===== config.mk =====
export PLATFORM = sky130hd
export DESIGN_NAME = sarcv_top
export DESIGN_NICKNAME = d
export VERILOG_FILES = /design/src/pkg/sarcv_pkg.sv /design/src/sarcv_top.sv
export SDC_FILE = /design/constraint.sdc
export NUM_CORES = 1
export LEC_CHECK = 0
export ABC_CLOCK_PERIOD_IN_PS = 6850
export BUFFER_PORTS_ARGS = -buffer_cell sky130_fd_sc_hd__buf_2
export CAP_MARGIN = 25
export CORE_MARGIN = 1.5
export CORE_UTILIZATION = 45
export DETAILED_ROUTE_END_ITERATION = 6
export RECOVER_POWER = 25
export SLEW_MARGIN = 20
export SYNTH_ARGS = -nofsm -noshare
export SYNTH_HDL_FRONTEND = slang
export SYNTH_HIERARCHICAL = 1
export SYNTH_SLANG_ARGS = --single-unit
export TNS_END_PERCENT = 1

===== constraint.sdc =====
create_clock -name clk -period 6.85 [get_ports clk]
set_input_delay 1.37 -clock clk [delete_from_list [all_inputs] [get_ports clk]]
set_output_delay 1.37 -clock clk [all_outputs]
set_load 0.02 [all_outputs]

===== src/pkg/sarcv_pkg.sv =====
// Constants, types and timing counts for the SAR conversion and readout block
// Functional notes
// - Sample serial-input level at each conversion start
// - High selects chip-select mode, low selects chain
// - 3-wire: conversion-start pin also selects readout
// - 4-wire: serial-input pin selects readout
// - 4-wire: drive MSB once serial-input falls
// - 4-wire: release output on deselect or last bit
// - Shift result out on serial-clock falling edges
// - Conversion lasts 500 to 8800 ns internally
// - Chain mode: capture upstream data on falling edges
// - Result word presented in two's complement
package sarcv_pkg;

    localparam int RESULT_W = 16;
    localparam int FIFO_DEPTH = 16;
    localparam int BITCNT_W = 5;
    localparam logic [BITCNT_W-1:0] LAST_BIT = 5'h10;

    localparam int CLK_NS = 40;
    localparam int CONV_MIN_NS = 500;
    localparam int CONV_MAX_NS = 8800;
    localparam int CONV_NS = 4000;
    localparam int CONV_MIN_CYC = (CONV_MIN_NS + CLK_NS - 1) / CLK_NS;
    localparam int CONV_MAX_CYC = CONV_MAX_NS / CLK_NS;
    localparam int CONV_CYC = (CONV_NS + CLK_NS - 1) / CLK_NS;
    localparam int CONVCNT_W = 8;
    localparam logic [CONVCNT_W-1:0] CONV_LAST = 8'(CONV_CYC - 1);

    // Host-side spacing, kept for the bench
    localparam int ACQ_MIN_NS = 1200;
    localparam int ACQ_MIN_CYC = (ACQ_MIN_NS + CLK_NS - 1) / CLK_NS;
    localparam int START_SPACE_NS = 10000;
    localparam int START_SPACE_CYC = (START_SPACE_NS + CLK_NS - 1) / CLK_NS;
    localparam int CNV_LOW_NS = 20;
    localparam int CNV_LOW_CYC = (CNV_LOW_NS + CLK_NS - 1) / CLK_NS;

    // Output timing bounds; sampling latency exceeds them at this clock
    localparam real DRIVE_MAX_NS = 12.3;
    localparam real RELEASE_MAX_NS = 13.2;
    localparam int DRIVE_MAX_CYC = (DRIVE_MAX_NS < CLK_NS) ? 1 :
        $rtoi(DRIVE_MAX_NS / CLK_NS);
    localparam int RELEASE_MAX_CYC = (RELEASE_MAX_NS < CLK_NS) ? 1 :
        $rtoi(RELEASE_MAX_NS / CLK_NS);

    localparam logic [2:0] SYNC_RESET = 3'h0;

    typedef enum logic [1:0] {
        SARCV_IDLE = 2'b00,
        SARCV_CONVERT = 2'b01,
        SARCV_ACQUIRE = 2'b10
    } sarcv_phase_t;

    typedef enum logic [1:0] {
        SARCV_SEL_NONE = 2'b00,
        SARCV_SEL_THREE = 2'b01,
        SARCV_SEL_FOUR = 2'b10
    } sarcv_sel_t;

    typedef struct packed {
        logic conversion_start_pin;
        logic serialIn;
        logic serialClk;
    } sarcv_pins_t;

    typedef struct packed {
        logic serialOut;
        logic serialOutEn_n;
    } sarcv_out_t;

endpackage : sarcv_pkg


===== src/sarcv_top.sv =====
// Sample FIFO and conversion sequencer with serial readout
`timescale 1ns/100ps
`default_nettype none

module sarcv_fifo #(
    parameter int WIDTH = 16,
    parameter int DEPTH = 16
) (
    input wire logic clk,
    input wire logic resetn,
    input wire logic [WIDTH-1:0] inData,
    input wire logic inValid,
    output logic inReady,
    output logic [WIDTH-1:0] outData,
    output logic outValid,
    input wire logic outReady
);
    localparam int AW = $clog2(DEPTH);
    localparam logic [AW:0] FULL_COUNT = (AW + 1)'(DEPTH);
    localparam logic [AW-1:0] LAST_PTR = AW'(DEPTH - 1);

    typedef struct packed {
        logic [DEPTH-1:0][WIDTH-1:0] mem;
        logic [AW-1:0] wrPtr;
        logic [AW-1:0] rdPtr;
        logic [AW:0] count;
    } sarcv_fifo_state_t;

    sarcv_fifo_state_t s;
    sarcv_fifo_state_t next_s;
    logic doWrite;
    logic doRead;

    assign inReady = (s.count != FULL_COUNT);
    assign outValid = (s.count != '0);
    assign outData = s.mem[s.rdPtr];

    always_comb begin
        next_s = s;
        doWrite = inValid && inReady;
        doRead = outValid && outReady;
        if (doWrite) begin
            next_s.mem[s.wrPtr] = inData;
            next_s.wrPtr = (s.wrPtr == LAST_PTR) ? '0 : s.wrPtr + 1'b1;
        end
        if (doRead) begin
            next_s.rdPtr = (s.rdPtr == LAST_PTR) ? '0 : s.rdPtr + 1'b1;
        end
        case ({doWrite, doRead})
            2'b10: next_s.count = s.count + 1'b1;
            2'b01: next_s.count = s.count - 1'b1;
            default: next_s.count = s.count;
        endcase
    end

    always_ff @(posedge clk) begin
        if (!resetn) begin
            s <= '0;
        end else begin
            s <= next_s;
        end
    end

endmodule : sarcv_fifo

module sarcv_top
    import sarcv_pkg::*;
(
    input wire logic clk,
    input wire logic resetn,
    input wire sarcv_pins_t pins,
    output sarcv_out_t pinOut,
    input wire logic [RESULT_W-1:0] sampleData,
    input wire logic sampleValid,
    output logic sampleReady,
    output logic busy,
    output logic chainMode
);
    typedef struct packed {
        logic [2:0] syncCnv;
        logic [2:0] syncDin;
        logic [2:0] syncClk;
        logic cnvLvl;
        logic dinLvl;
        logic clkLvl;
        sarcv_phase_t phase;
        logic chain;
        sarcv_sel_t sel;
        logic [CONVCNT_W-1:0] convCnt;
        logic [RESULT_W-1:0] sample;
        logic [RESULT_W-1:0] shiftReg;
        logic [BITCNT_W-1:0] bitCnt;
        logic drive;
    } sarcv_state_t;

    sarcv_state_t s;
    sarcv_state_t next_s;
    logic [RESULT_W-1:0] fifoData;
    logic fifoValid;
    logic fifoPop;
    logic cnvRise;
    logic cnvFall;
    logic dinFall;
    logic clkFall;
    logic selActive;

    // Conversion only consumes a word per start, so the FIFO can fill
    sarcv_fifo #(
        .WIDTH(RESULT_W),
        .DEPTH(FIFO_DEPTH)
    ) u_fifo (
        .clk(clk),
        .resetn(resetn),
        .inData(sampleData),
        .inValid(sampleValid),
        .inReady(sampleReady),
        .outData(fifoData),
        .outValid(fifoValid),
        .outReady(fifoPop)
    );

    always_comb begin
        next_s = s;
        cnvRise = 1'b0;
        cnvFall = 1'b0;
        dinFall = 1'b0;
        clkFall = 1'b0;
        selActive = 1'b0;
        fifoPop = 1'b0;

        // Three-stage sampling; a level counts once stages two and three agree
        next_s.syncCnv = {s.syncCnv[1:0], pins.conversion_start_pin};
        next_s.syncDin = {s.syncDin[1:0], pins.serialIn};
        next_s.syncClk = {s.syncClk[1:0], pins.serialClk};
        if (s.syncCnv[1] == s.syncCnv[2]) begin
            next_s.cnvLvl = s.syncCnv[2];
        end
        if (s.syncDin[1] == s.syncDin[2]) begin
            next_s.dinLvl = s.syncDin[2];
        end
        if (s.syncClk[1] == s.syncClk[2]) begin
            next_s.clkLvl = s.syncClk[2];
        end
        cnvRise = next_s.cnvLvl && !s.cnvLvl;
        cnvFall = !next_s.cnvLvl && s.cnvLvl;
        dinFall = !next_s.dinLvl && s.dinLvl;
        clkFall = !next_s.clkLvl && s.clkLvl;

        case (s.phase)
            SARCV_IDLE, SARCV_ACQUIRE: begin
                if (cnvRise) begin
                    next_s.chain = !next_s.dinLvl;
                    next_s.phase = SARCV_CONVERT;
                    next_s.convCnt = '0;
                    next_s.drive = 1'b0;
                    next_s.sel = SARCV_SEL_NONE;
                    fifoPop = fifoValid;
                    // Empty FIFO converts as zero rather than stalling the pin
                    next_s.sample = fifoValid ? fifoData : '0;
                end else if (s.phase == SARCV_ACQUIRE) begin
                    if (s.chain) begin
                        next_s.drive = 1'b1;
                        if (clkFall) begin
                            next_s.shiftReg = {s.shiftReg[RESULT_W-2:0],
                                next_s.dinLvl};
                        end
                    end else begin
                        if (s.sel == SARCV_SEL_NONE) begin
                            if (dinFall) begin
                                next_s.sel = SARCV_SEL_FOUR;
                            end else if (cnvFall && next_s.dinLvl) begin
                                next_s.sel = SARCV_SEL_THREE;
                            end
                        end
                        case (next_s.sel)
                            SARCV_SEL_FOUR: selActive = !next_s.dinLvl;
                            SARCV_SEL_THREE: selActive = !next_s.cnvLvl;
                            default: selActive = 1'b0;
                        endcase
                        if (selActive && s.bitCnt != LAST_BIT) begin
                            next_s.drive = 1'b1;
                            if (clkFall) begin
                                next_s.shiftReg = {s.shiftReg[RESULT_W-2:0],
                                    1'b0};
                                next_s.bitCnt = s.bitCnt + 1'b1;
                                if (next_s.bitCnt == LAST_BIT) begin
                                    next_s.drive = 1'b0;
                                end
                            end
                        end else begin
                            next_s.drive = 1'b0;
                        end
                    end
                end
            end
            SARCV_CONVERT: begin
                // Starts during conversion are ignored
                if (s.convCnt == CONV_LAST) begin
                    next_s.phase = SARCV_ACQUIRE;
                    next_s.shiftReg = s.sample;
                    next_s.bitCnt = '0;
                end else begin
                    next_s.convCnt = s.convCnt + 1'b1;
                end
            end
            default: begin
                next_s.phase = SARCV_IDLE;
                next_s.drive = 1'b0;
            end
        endcase
    end

    always_ff @(posedge clk) begin
        if (!resetn) begin
            s.syncCnv <= SYNC_RESET;
            s.syncDin <= SYNC_RESET;
            s.syncClk <= SYNC_RESET;
            s.cnvLvl <= 1'b0;
            s.dinLvl <= 1'b0;
            s.clkLvl <= 1'b0;
            s.phase <= SARCV_IDLE;
            s.chain <= 1'b0;
            s.sel <= SARCV_SEL_NONE;
            s.convCnt <= '0;
            s.sample <= '0;
            s.shiftReg <= '0;
            s.bitCnt <= '0;
            s.drive <= 1'b0;
        end else begin
            s <= next_s;
        end
    end

    assign pinOut.serialOut = s.shiftReg[RESULT_W-1];
    assign pinOut.serialOutEn_n = !s.drive;
    assign busy = (s.phase == SARCV_CONVERT);
    assign chainMode = s.chain;

endmodule : sarcv_top

`default_nettype wire


# Word level (Yosys, flattened, before mapping)

Cells that the tools add are included.

$lt $le $gt $ge: 3
Mux-type cells: 49
Add/subtract/negate cells: 6
Bitwise gates (word level): 1
Reduce and logical (&&, ||, !) cells: 28
Equal/unequal tests: 26

Operator list:

| operator                                                                      | count |
|---|---|
| 256-bit bitwise mux                                                           | 1 |
| 16-bit 2-to-1 mux                                                             | 5 |
| 16-bit binary-select mux with 4-bit select                                    | 1 |
| 16-bit demux with 4-bit select                                                | 1 |
| 21-bit 2-to-1 mux                                                             | 3 |
| 22-bit 2-to-1 mux                                                             | 2 |
| 21-bit one-hot mux with 2 select lines                                        | 1 |
| 24-bit 2-to-1 mux                                                             | 1 |
| 2-bit 2-to-1 mux                                                              | 11 |
| 8-bit one-hot mux with 2 select lines                                         | 1 |
| 2-bit != test (second input constant)                                         | 7 |
| 1-bit 2-to-1 mux                                                              | 13 |
| 5-bit by 1-bit adder with 5-bit output (second input constant)                | 2 |
| 4-bit by 5-bit less-than comparator with 1-bit output (second input constant) | 2 |
| 5-bit != test (second input constant)                                         | 2 |
| 5-bit one-hot mux with 2 select lines                                         | 1 |
| 1-bit logical AND                                                             | 9 |
| 4-bit by 1-bit adder with 4-bit output (second input constant)                | 2 |
| 8-bit by 1-bit adder with 8-bit output (second input constant)                | 1 |
| 4-bit == test (second input constant)                                         | 2 |
| 8-bit by 7-bit == test with 1-bit output (second input constant)              | 1 |
| 4-bit 2-to-1 mux                                                              | 2 |
| 8-bit 2-to-1 mux                                                              | 1 |
| 7-bit AND reduction                                                           | 1 |
| 21 further kinds                                                              | 40 |

Register bits: 332
Logic and storage cells: 146

# Logic depth before layout (Yosys ltp)

Gate-level depths: netlist of run 1.

Word-level depth: 24
Gate-level depth with buffers: 12

# By module

Netlist of run 1, hierarchy kept.

Modules (own cells, without submodules):

| module     | times used | area each (sq um) | seq. area each (sq um) | cells an instance |
|---|---|---|---|---|
| sarcv_fifo | 1          | 12,056.6          | 5,385.2                | 1,079 |
| sarcv_top  | 1          | 2,845.2           | 1,261.2                | 279 |

# Worst setup path after synthesis of run 1

No wires, ideal clock.

Path kind: input to register
Start: input sampleValid
End: register u_fifo/s[4] in the netlist's numbering
Path slack: 3.818 ns
Stages on the path: 8
Data arrival time: 2.961 ns
Data required time: 6.778 ns
Setup time: 0.072 ns
Buffers on the path: 0
Cell sequence: a21boi_1 inv_1 ha_1 ha_1 nand3_1 and4b_1 a21oi_1 mux2i_1

Longest elaborated chain between the ends: 3
Elaborated cells on any way between the ends: 5

RTL lines:

| item                                                                        | RTL line        | RTL |
|---|---|---|
| start: declaration                                                          | sarcv_top.sv:74 | `input wire logic sampleValid,` |
| 1-bit logical AND (*)                                                       | sarcv_top.sv:40 | `doWrite = inValid && inReady;` |
| 2-bit by 1-bit == test with 1-bit output or 2-bit == test (tied branches)   | sarcv_top.sv:49 | `case ({doWrite, doRead})` |
| 5-bit one-hot mux with 2 select lines or 2-bit nonzero test (tied branches) | n/a             |  |
| end signal: assignment                                                      | sarcv_top.sv:60 | `s <= next_s;` |
| end: declaration                                                            | sarcv_top.sv:29 | `sarcv_fifo_state_t s;` |

Every way passes the cells marked *; elsewhere a longest branch is shown, timed or not.
A chain may end at the register's enable or synchronous reset.

==> results of run 1 <==
## area by class of cell
| class | instances | share of cell area [%] |
|---|---|---|
| clock buffers | 59 | 6.66 |
| inverters | 14 | 0.352 |
| repair buffers | 53 | 2.07 |
| clock inverters | 5 | 0.397 |
| flip-flops and latches | 332 | 40.7 |
| multi-input cells | 903 | 46.5 |
| well taps | 442 | 3.38 |
## cells by family (layout without fill, tap and decap cells)
kind of cell             after synthesis  in the layout
AND/OR/NAND/NOR                      419            419
flip-flops                           332            332
multiplexers                         327            327
AO/OA/AOI/OAI                        128            128
buffers and inverters                123            131
adder cells (fa/ha/maj)               18             18
XOR/XNOR                              11             11
## routing by layer
layer  up-vias  track usage, %
li1       4781               -
met1      4770            26.4
met2       137            34.1
met3        57            3.64
met4         8            4.98
met5         -               0
## worst register-to-register path: cells and delay by family, from the launching register on
kind / cells / cell delay (ps)
DFF: 1 / 830
and+or+nand+nor: 1 / 210
AOI/OAI and AO/OA: 2 / 540
buffers and inverters: 1 / 700
muxes: 1 / 600
## cells in the final DEF, fill, tap and decap left out, drive strengths merged, types with 17 or more instances in the layout
| master | count |
|---|---|
| clkbuf | 62 |
| nand2 | 33 |
| nor2 | 285 |
| nor3 | 21 |
| a21oi | 17 |
| nor2b | 22 |
| mux4 | 64 |
| mux2i | 263 |
| a22oi | 32 |
| buf | 50 |
| dfxtp | 332 |
## power by group through the flow
stage | sequential [mW] | combinational (mW) | clock [mW]
6_report | 1.96 | 0.175 | 1.88
5_1_grt | 1.97 | 0.192 | 2.01
4_1_cts | 1.96 | 0.176 | 1.94
3_5_place_dp | 2.01 | 0.176 | 0
3_3_place_gp | 2.01 | 0.174 | 0
2_1_floorplan | 2.00 | 0.134 | 0
## cell usage after synthesis (3+ instances only)
master,count,share of area (%)
nand2b_1,5,0.21
a21o_1,5,0.25
buf_2,26,0.87
a22o_1,16,0.94
a221oi_2,11,1.1
nor2_1,285,7.2
a22oi_1,32,1.6
o21ai_0,6,0.20
buf_4,4,0.20
ha_1,15,1.3
mux4_2,64,9.7
clkbuf_1,53,1.3
dfxtp_1,332,45
inv_1,13,0.33
nor3_1,11,0.37
a2111oi_4,4,0.74
a211oi_4,8,1.1
a211oi_2,4,0.34
a221oi_1,4,0.24
nand3_1,14,0.47
nand2_1,33,0.83
nor3_2,10,0.67
and3_1,4,0.17
nor2b_4,3,0.28
buf_1,5,0.13
buf_6,20,1.5
xor2_1,9,0.53
mux2i_1,263,18
and2_1,14,0.59
a21oi_1,16,0.54
a211oi_1,4,0.20
nor2b_1,19,0.80
## worst min path at each step
stage	end	depth (start not counted)	from	slack, ps
after floorplan	next_s[56]$_SDFF_PN0_	1	next_s[55]$_SDFF_PN0_	410
after global placement	next_s[62]$_SDFF_PN0_	1	next_s[61]$_SDFF_PN0_	420
after detailed placement	next_s[59]$_SDFF_PN0_	1	next_s[58]$_SDFF_PN0_	420
after CTS	next_s[62]$_SDFF_PN0_	1	next_s[61]$_SDFF_PN0_	430
after global routing	next_s[62]$_SDFF_PN0_	1	next_s[61]$_SDFF_PN0_	450
final	next_s[62]$_SDFF_PN0_	1	next_s[61]$_SDFF_PN0_	430
## registers in the layout, summed over array words and instances, names as in the netlist
register   count
s             55
pinOut         1
next_s         6
u_fifo/s     269
chainMode      1
## per-stage QoR
| stage | cell area [um^2] | setup slack (ps) |
|---|---|---|
| 6_report | 16400 | 2650 |
| 5_1_grt | 16400 | 2300 |
| 3_5_place_dp | 15200 | 2860 |
| 2_1_floorplan | 14900 | 3820 |
| 3_3_place_gp | 15200 | 2950 |
| 4_1_cts | 16400 | 3230 |
==> out/metrics.yaml, run 1 <==
crit_buf_inv: 4
dr_total_vias: 9753
cts_tree: "yes"
initial_core_util_pct: 45.8
clockRootBuffer: "clkbuf_16"
antenna_found_initial: 4
dr.pass1.iters: 5
route.detailed.drc: 0
dr_wl_met3_um: 1290
slew_violations: 0
cp_max_fo: 29
grt.total_usage_pct: 20.1
synth_area_um2: 14900
path_class: "in -> reg"
regArea_um2: 6660
p_switching_mw: 0.891
clkSinkCount: 332
cts_buffers: 37
grt_pass1_vias: 9569
crit_end: "s[32]$_SDFFE_PN0P_"
muxShareOfSynthArea_pct: 27.3
nets: 1379
area_growth_pct: 9.86
rsz0062_at_grt: "false"
syn-num-nets: 1396
critical_path.top_delay_family: "buffers and inverters"
slowest_delay_ps: 1210
synthXorXnorAreaFrac_pct: 0.647
synthFlopType: "dfxtp_1"
post_drt_wl_per_cell_um: 18.4
hold_slack_ps: 429
ios: 27
ir_drop_uv: 196
reg2reg_from: "u_fifo/s[5]$_SDFFE_PN0P_"
p_seq_share_pct: 48.8
fin_util_pct: 50.3
power_leakage_nw: 5.63
initialDrtViolationCount: 621
die_height_um: 185
startpoint_type: "input port"
synth_compound_area_share_pct: 8.40
hold_buffers: 0
synth-seq-cells: 332
period_share_pct: 61.3
grt_max_degree: 162
tightest_slew_ps: 1360
finalSetupViolCount: 0
placementRows: 66
setup_tns_ps: 0
powerDensity_nw_per_um2: 246
cts.clk_slew.worst_paths_ps: 60
report.power.total_mw: 4.02
synthAdderAreaFrac_pct: 1.54
grt_overflow: 0
reg2reg_slack_ps: 3850
yosysWarnings: 6
maxUsedRoutingLayer: "met5"
layout.cells.non_filler: 1808
cts-htree-levels: 2
p_int_mw: 3.13
fin_crit_ps: 4200
drv_cap: 0
wl_met1_um: 15300
fin_worst_skew_ps: 23.8
post-cts-setup-buffers: 0
numPlacedInstances: 1743
routed_wl_um: 33300
clkPwrFrac_pct: 46.8
max-slew-margin-rel_pct: 9.45
hold_violations: 0
viasPerCell: 5.39
synth.distinct_cells: 66
cts_resized: 0
worstPathArrival_ps: 4640
rr_endpoint: "s[28]$_SDFFE_PN0P_"
combPwrFrac_pct: 4.4
multi_input_area_um2: 7610
critical_path_depth: 6
ant_nets: 0
avgSynthCellArea_um2: 11.0
async_reset_ff_share_pct: 0
dr_wl_met2_um: 16100
place_congestion: 0.779
port_buffers: 26
critPathLaunch: "resetn"
drive_gt1_share_pct: 16.0
clk_latency_ps: 520
die_w_um: 185
swShare_pct: 22.1
syn-instance-count: 1358
critPathCaptureType: "register"
synth-edff-count: 0
path_cells: "buf_2 > clkbuf_1 > clkinv_1 > nor2_1 > buf_4 > a22o_1"
worstHoldPathType: "reg -> reg"
core-area_um2: 32500
crit_slowest_cell: "clkinv_1"
worst_ep_required_time_ps: 7290
run_status: "finished clean"
fmax_mhz: 238
dieArea_um2: 34200
clk_path_buf_depth: 3
synth_top_family_by_area: "multiplexers"
dp_hpwl_um: 19600
synthSimpleGateAreaFrac_pct: 12.9
fillerInstances: 2968
antenna_cells: 0
reg2reg_depth: 5
yosysSeqAreaShare_pct: 44.6
grt_pass1_wl_um: 53600
(Power assumes the default switching activity.)
==> inputs of run 2 (changes only) <==
--- a/config.mk
+++ b/config.mk
@@ -5,7 +5,7 @@
 export SDC_FILE = /design/constraint.sdc
 export NUM_CORES = 1
 export LEC_CHECK = 0
-export ABC_CLOCK_PERIOD_IN_PS = 6850
+export ABC_CLOCK_PERIOD_IN_PS = 4400
 export BUFFER_PORTS_ARGS = -buffer_cell sky130_fd_sc_hd__buf_2
 export CAP_MARGIN = 25
 export CORE_MARGIN = 1.5
==> constraint.sdc (replaced) <==
create_clock -name clk -period 4.4 [get_ports clk]
set_input_delay 0.88 -clock clk [delete_from_list [all_inputs] [get_ports clk]]
set_output_delay 0.88 -clock clk [all_outputs]
set_load 0.02 [all_outputs]
==> run 2 against run 1 <==
Compared with the run above:
- largest power group is now the clock network
- worst setup slack lost 1600 ps
- critical endpoint is now u_fifo/s[4]$_SDFFE_PN0P_
- global-route usage grew 0.96 points
- die area is the same
- the run now ends with max-capacitance violations, max-slew violations left
- sequential cell count is the same
- sequential power grew 56%
- count of clock-buffer cells in the layout shrank 8
==> out/metrics.yaml, run 2 (same netlist as run 1, synthesis figures left out) <==
path_cells: "nor4_4 > clkbuf_2 > nand2b_1 > and2_1 > o21a_1 > ha_1 > ha_1 > nand3_1 > and4b_1 > a21oi_1 > mux2i_1"
violations: "max-capacitance violations, max-slew violations"
port_buffers: 26
rsz0062_at_grt: "false"
fillerInstances: 2969
p_seq_share_pct: 47.6
clkPwrFrac_pct: 48.1
placementRows: 66
slew_violations: 47
swShare_pct: 22.4
dp_hpwl_um: 21100
slowest_delay_ps: 740
place_congestion: 0.734
routed_wl_um: 35000
antenna_cells: 0
regMostFlops: "u_fifo/s"
post_drt_wl_per_cell_um: 19.3
p_switching_mw: 1.44
grt.total_usage_pct: 21.0
viasPerCell: 5.49
whs_endpoint: "next_s[56]$_SDFF_PN0_"
largest_register_ffs: 269
drive_gt1_share_pct: 16.8
worstHoldPathType: "reg -> reg"
antenna_found_initial: 5
hold_violations: 0
nets: 1389
cts_tree: "yes"
die_w_um: 185
cts_resized: 0
hold_depth: 1
rr_endpoint: "u_fifo/s[4]$_SDFFE_PN0P_"
ir_drop_uv: 335
p_int_mw: 4.99
die_height_um: 185
cts.clk_slew.worst_paths_ps: 60
numPlacedInstances: 1752
fin_util_pct: 50.7
tightest_slew_ps: 1710
period_share_pct: 76.1
hold_buffers: 0
core-area_um2: 32500
post-cts-setup-buffers: 0
mostFrequentLayoutCells: "dfxtp_1, nor2_1, mux2i_1, mux4_2, clkbuf_16"
max-slew-margin-rel_pct: -13.9
multi_input_area_um2: 7590
fin_worst_skew_ps: 14.3
initialDrtViolationCount: 748
route.detailed.drc: 0
powerDensity_nw_per_um2: 389
cts_buffers: 37
report.power.total_mw: 6.43
dr_total_vias: 9956
ant_nets: 0
crit_slowest_cell: "clkbuf_2"
ios: 27
grt_max_degree: 138
critPathCaptureType: "register"
grt_overflow: 0
run_status: "complete, but fails checks"
regArea_um2: 6660
clockRootBuffer: "clkbuf_16"
fmax_mhz: 299
reg2reg_depth: 11
dieArea_um2: 34200
area_growth_pct: 10.7
combPwrFrac_pct: 4.3
finalSetupViolCount: 0
layout.cells.non_filler: 1815
startpoint_type: "register"
reg2reg_slack_ps: 1050
setup_tns_ps: 0
drv_cap: 2
power_leakage_nw: 5.71
reg2reg_from: "u_fifo/s[0]$_SDFFE_PN0P_"
worst_ep_required_time_ps: 4850
dr.pass1.iters: 5
clk_latency_ps: 540
grt_pass1_wl_um: 55500
clk_path_buf_depth: 3
cp_max_fo: 20
cts-htree-levels: 2
clkSinkCount: 332
path_common_cell: "ha_1"
worstHoldStart: "next_s[55]$_SDFF_PN0_"
layout_commonest_cell: "dfxtp_1"
fin_crit_ps: 3350
initial_core_util_pct: 45.8
path_class: "reg -> reg"
grt_pass1_vias: 9793
worstPathArrival_ps: 3800
hold_slack_ps: 430
==> run 2: routing by layer <==
layer | GRT usage, % | wire [um]
met4 | 5.37 | 660
met3 | 3.89 | 1530
met2 | 35.7 | 16900
met5 | 0 | 59
met1 | 27.5 | 15800
==> run 2: critical path, delay by kind of cell (launching register included) <==
kind	cells	cell delay (ps)
and+or+nand+nor	5	930
AOI/OAI and AO/OA	2	340
buffers and inverters	1	740
adders and majority gates	2	670
DFF	1	390
muxes	1	190
==> run 2: stage by stage <==
step / setup WS (ps) / instance area, um^2
finish: 1050 / 16500
global route: 770 / 16500
CTS: 1380 / 16500
detailed placement: 1400 / 15300
global placement: 1500 / 15300
floorplan: 1630 / 14900
==> run 2: worst max path at each step <==
stage / from / end / slack (ps)
CTS: u_fifo/s[0]$_SDFFE_PN0P_ / u_fifo/s[4]$_SDFFE_PN0P_ / 1380
finish: u_fifo/s[0]$_SDFFE_PN0P_ / u_fifo/s[4]$_SDFFE_PN0P_ / 1050
global placement: u_fifo/s[0]$_SDFFE_PN0P_ / u_fifo/s[4]$_SDFFE_PN0P_ / 1500
global route: resetn / u_fifo/s[57]$_SDFFE_PN0P_ / 770
floorplan: u_fifo/s[0]$_SDFFE_PN0P_ / u_fifo/s[4]$_SDFFE_PN0P_ / 1630
detailed placement: u_fifo/s[0]$_SDFFE_PN0P_ / u_fifo/s[4]$_SDFFE_PN0P_ / 1400
==> run 2: power by group through the flow <==
stage	logic, mW	registers, mW	clock network, mW
6_report	0.277	3.06	3.09
5_1_grt	0.301	3.06	3.29
4_1_cts	0.279	3.06	3.18
3_5_place_dp	0.278	3.12	0
3_3_place_gp	0.275	3.12	0
2_1_floorplan	0.209	3.12	0
==> run 2: area by class of cell <==
class                   instances  area share [%]
inverters                      14           0.349
clock buffers                  51            6.42
flip-flops and latches        332            40.3
repair buffers                 63            2.59
clock inverters                10           0.940
multi-input cells             903            46.0
well taps                     442            3.35
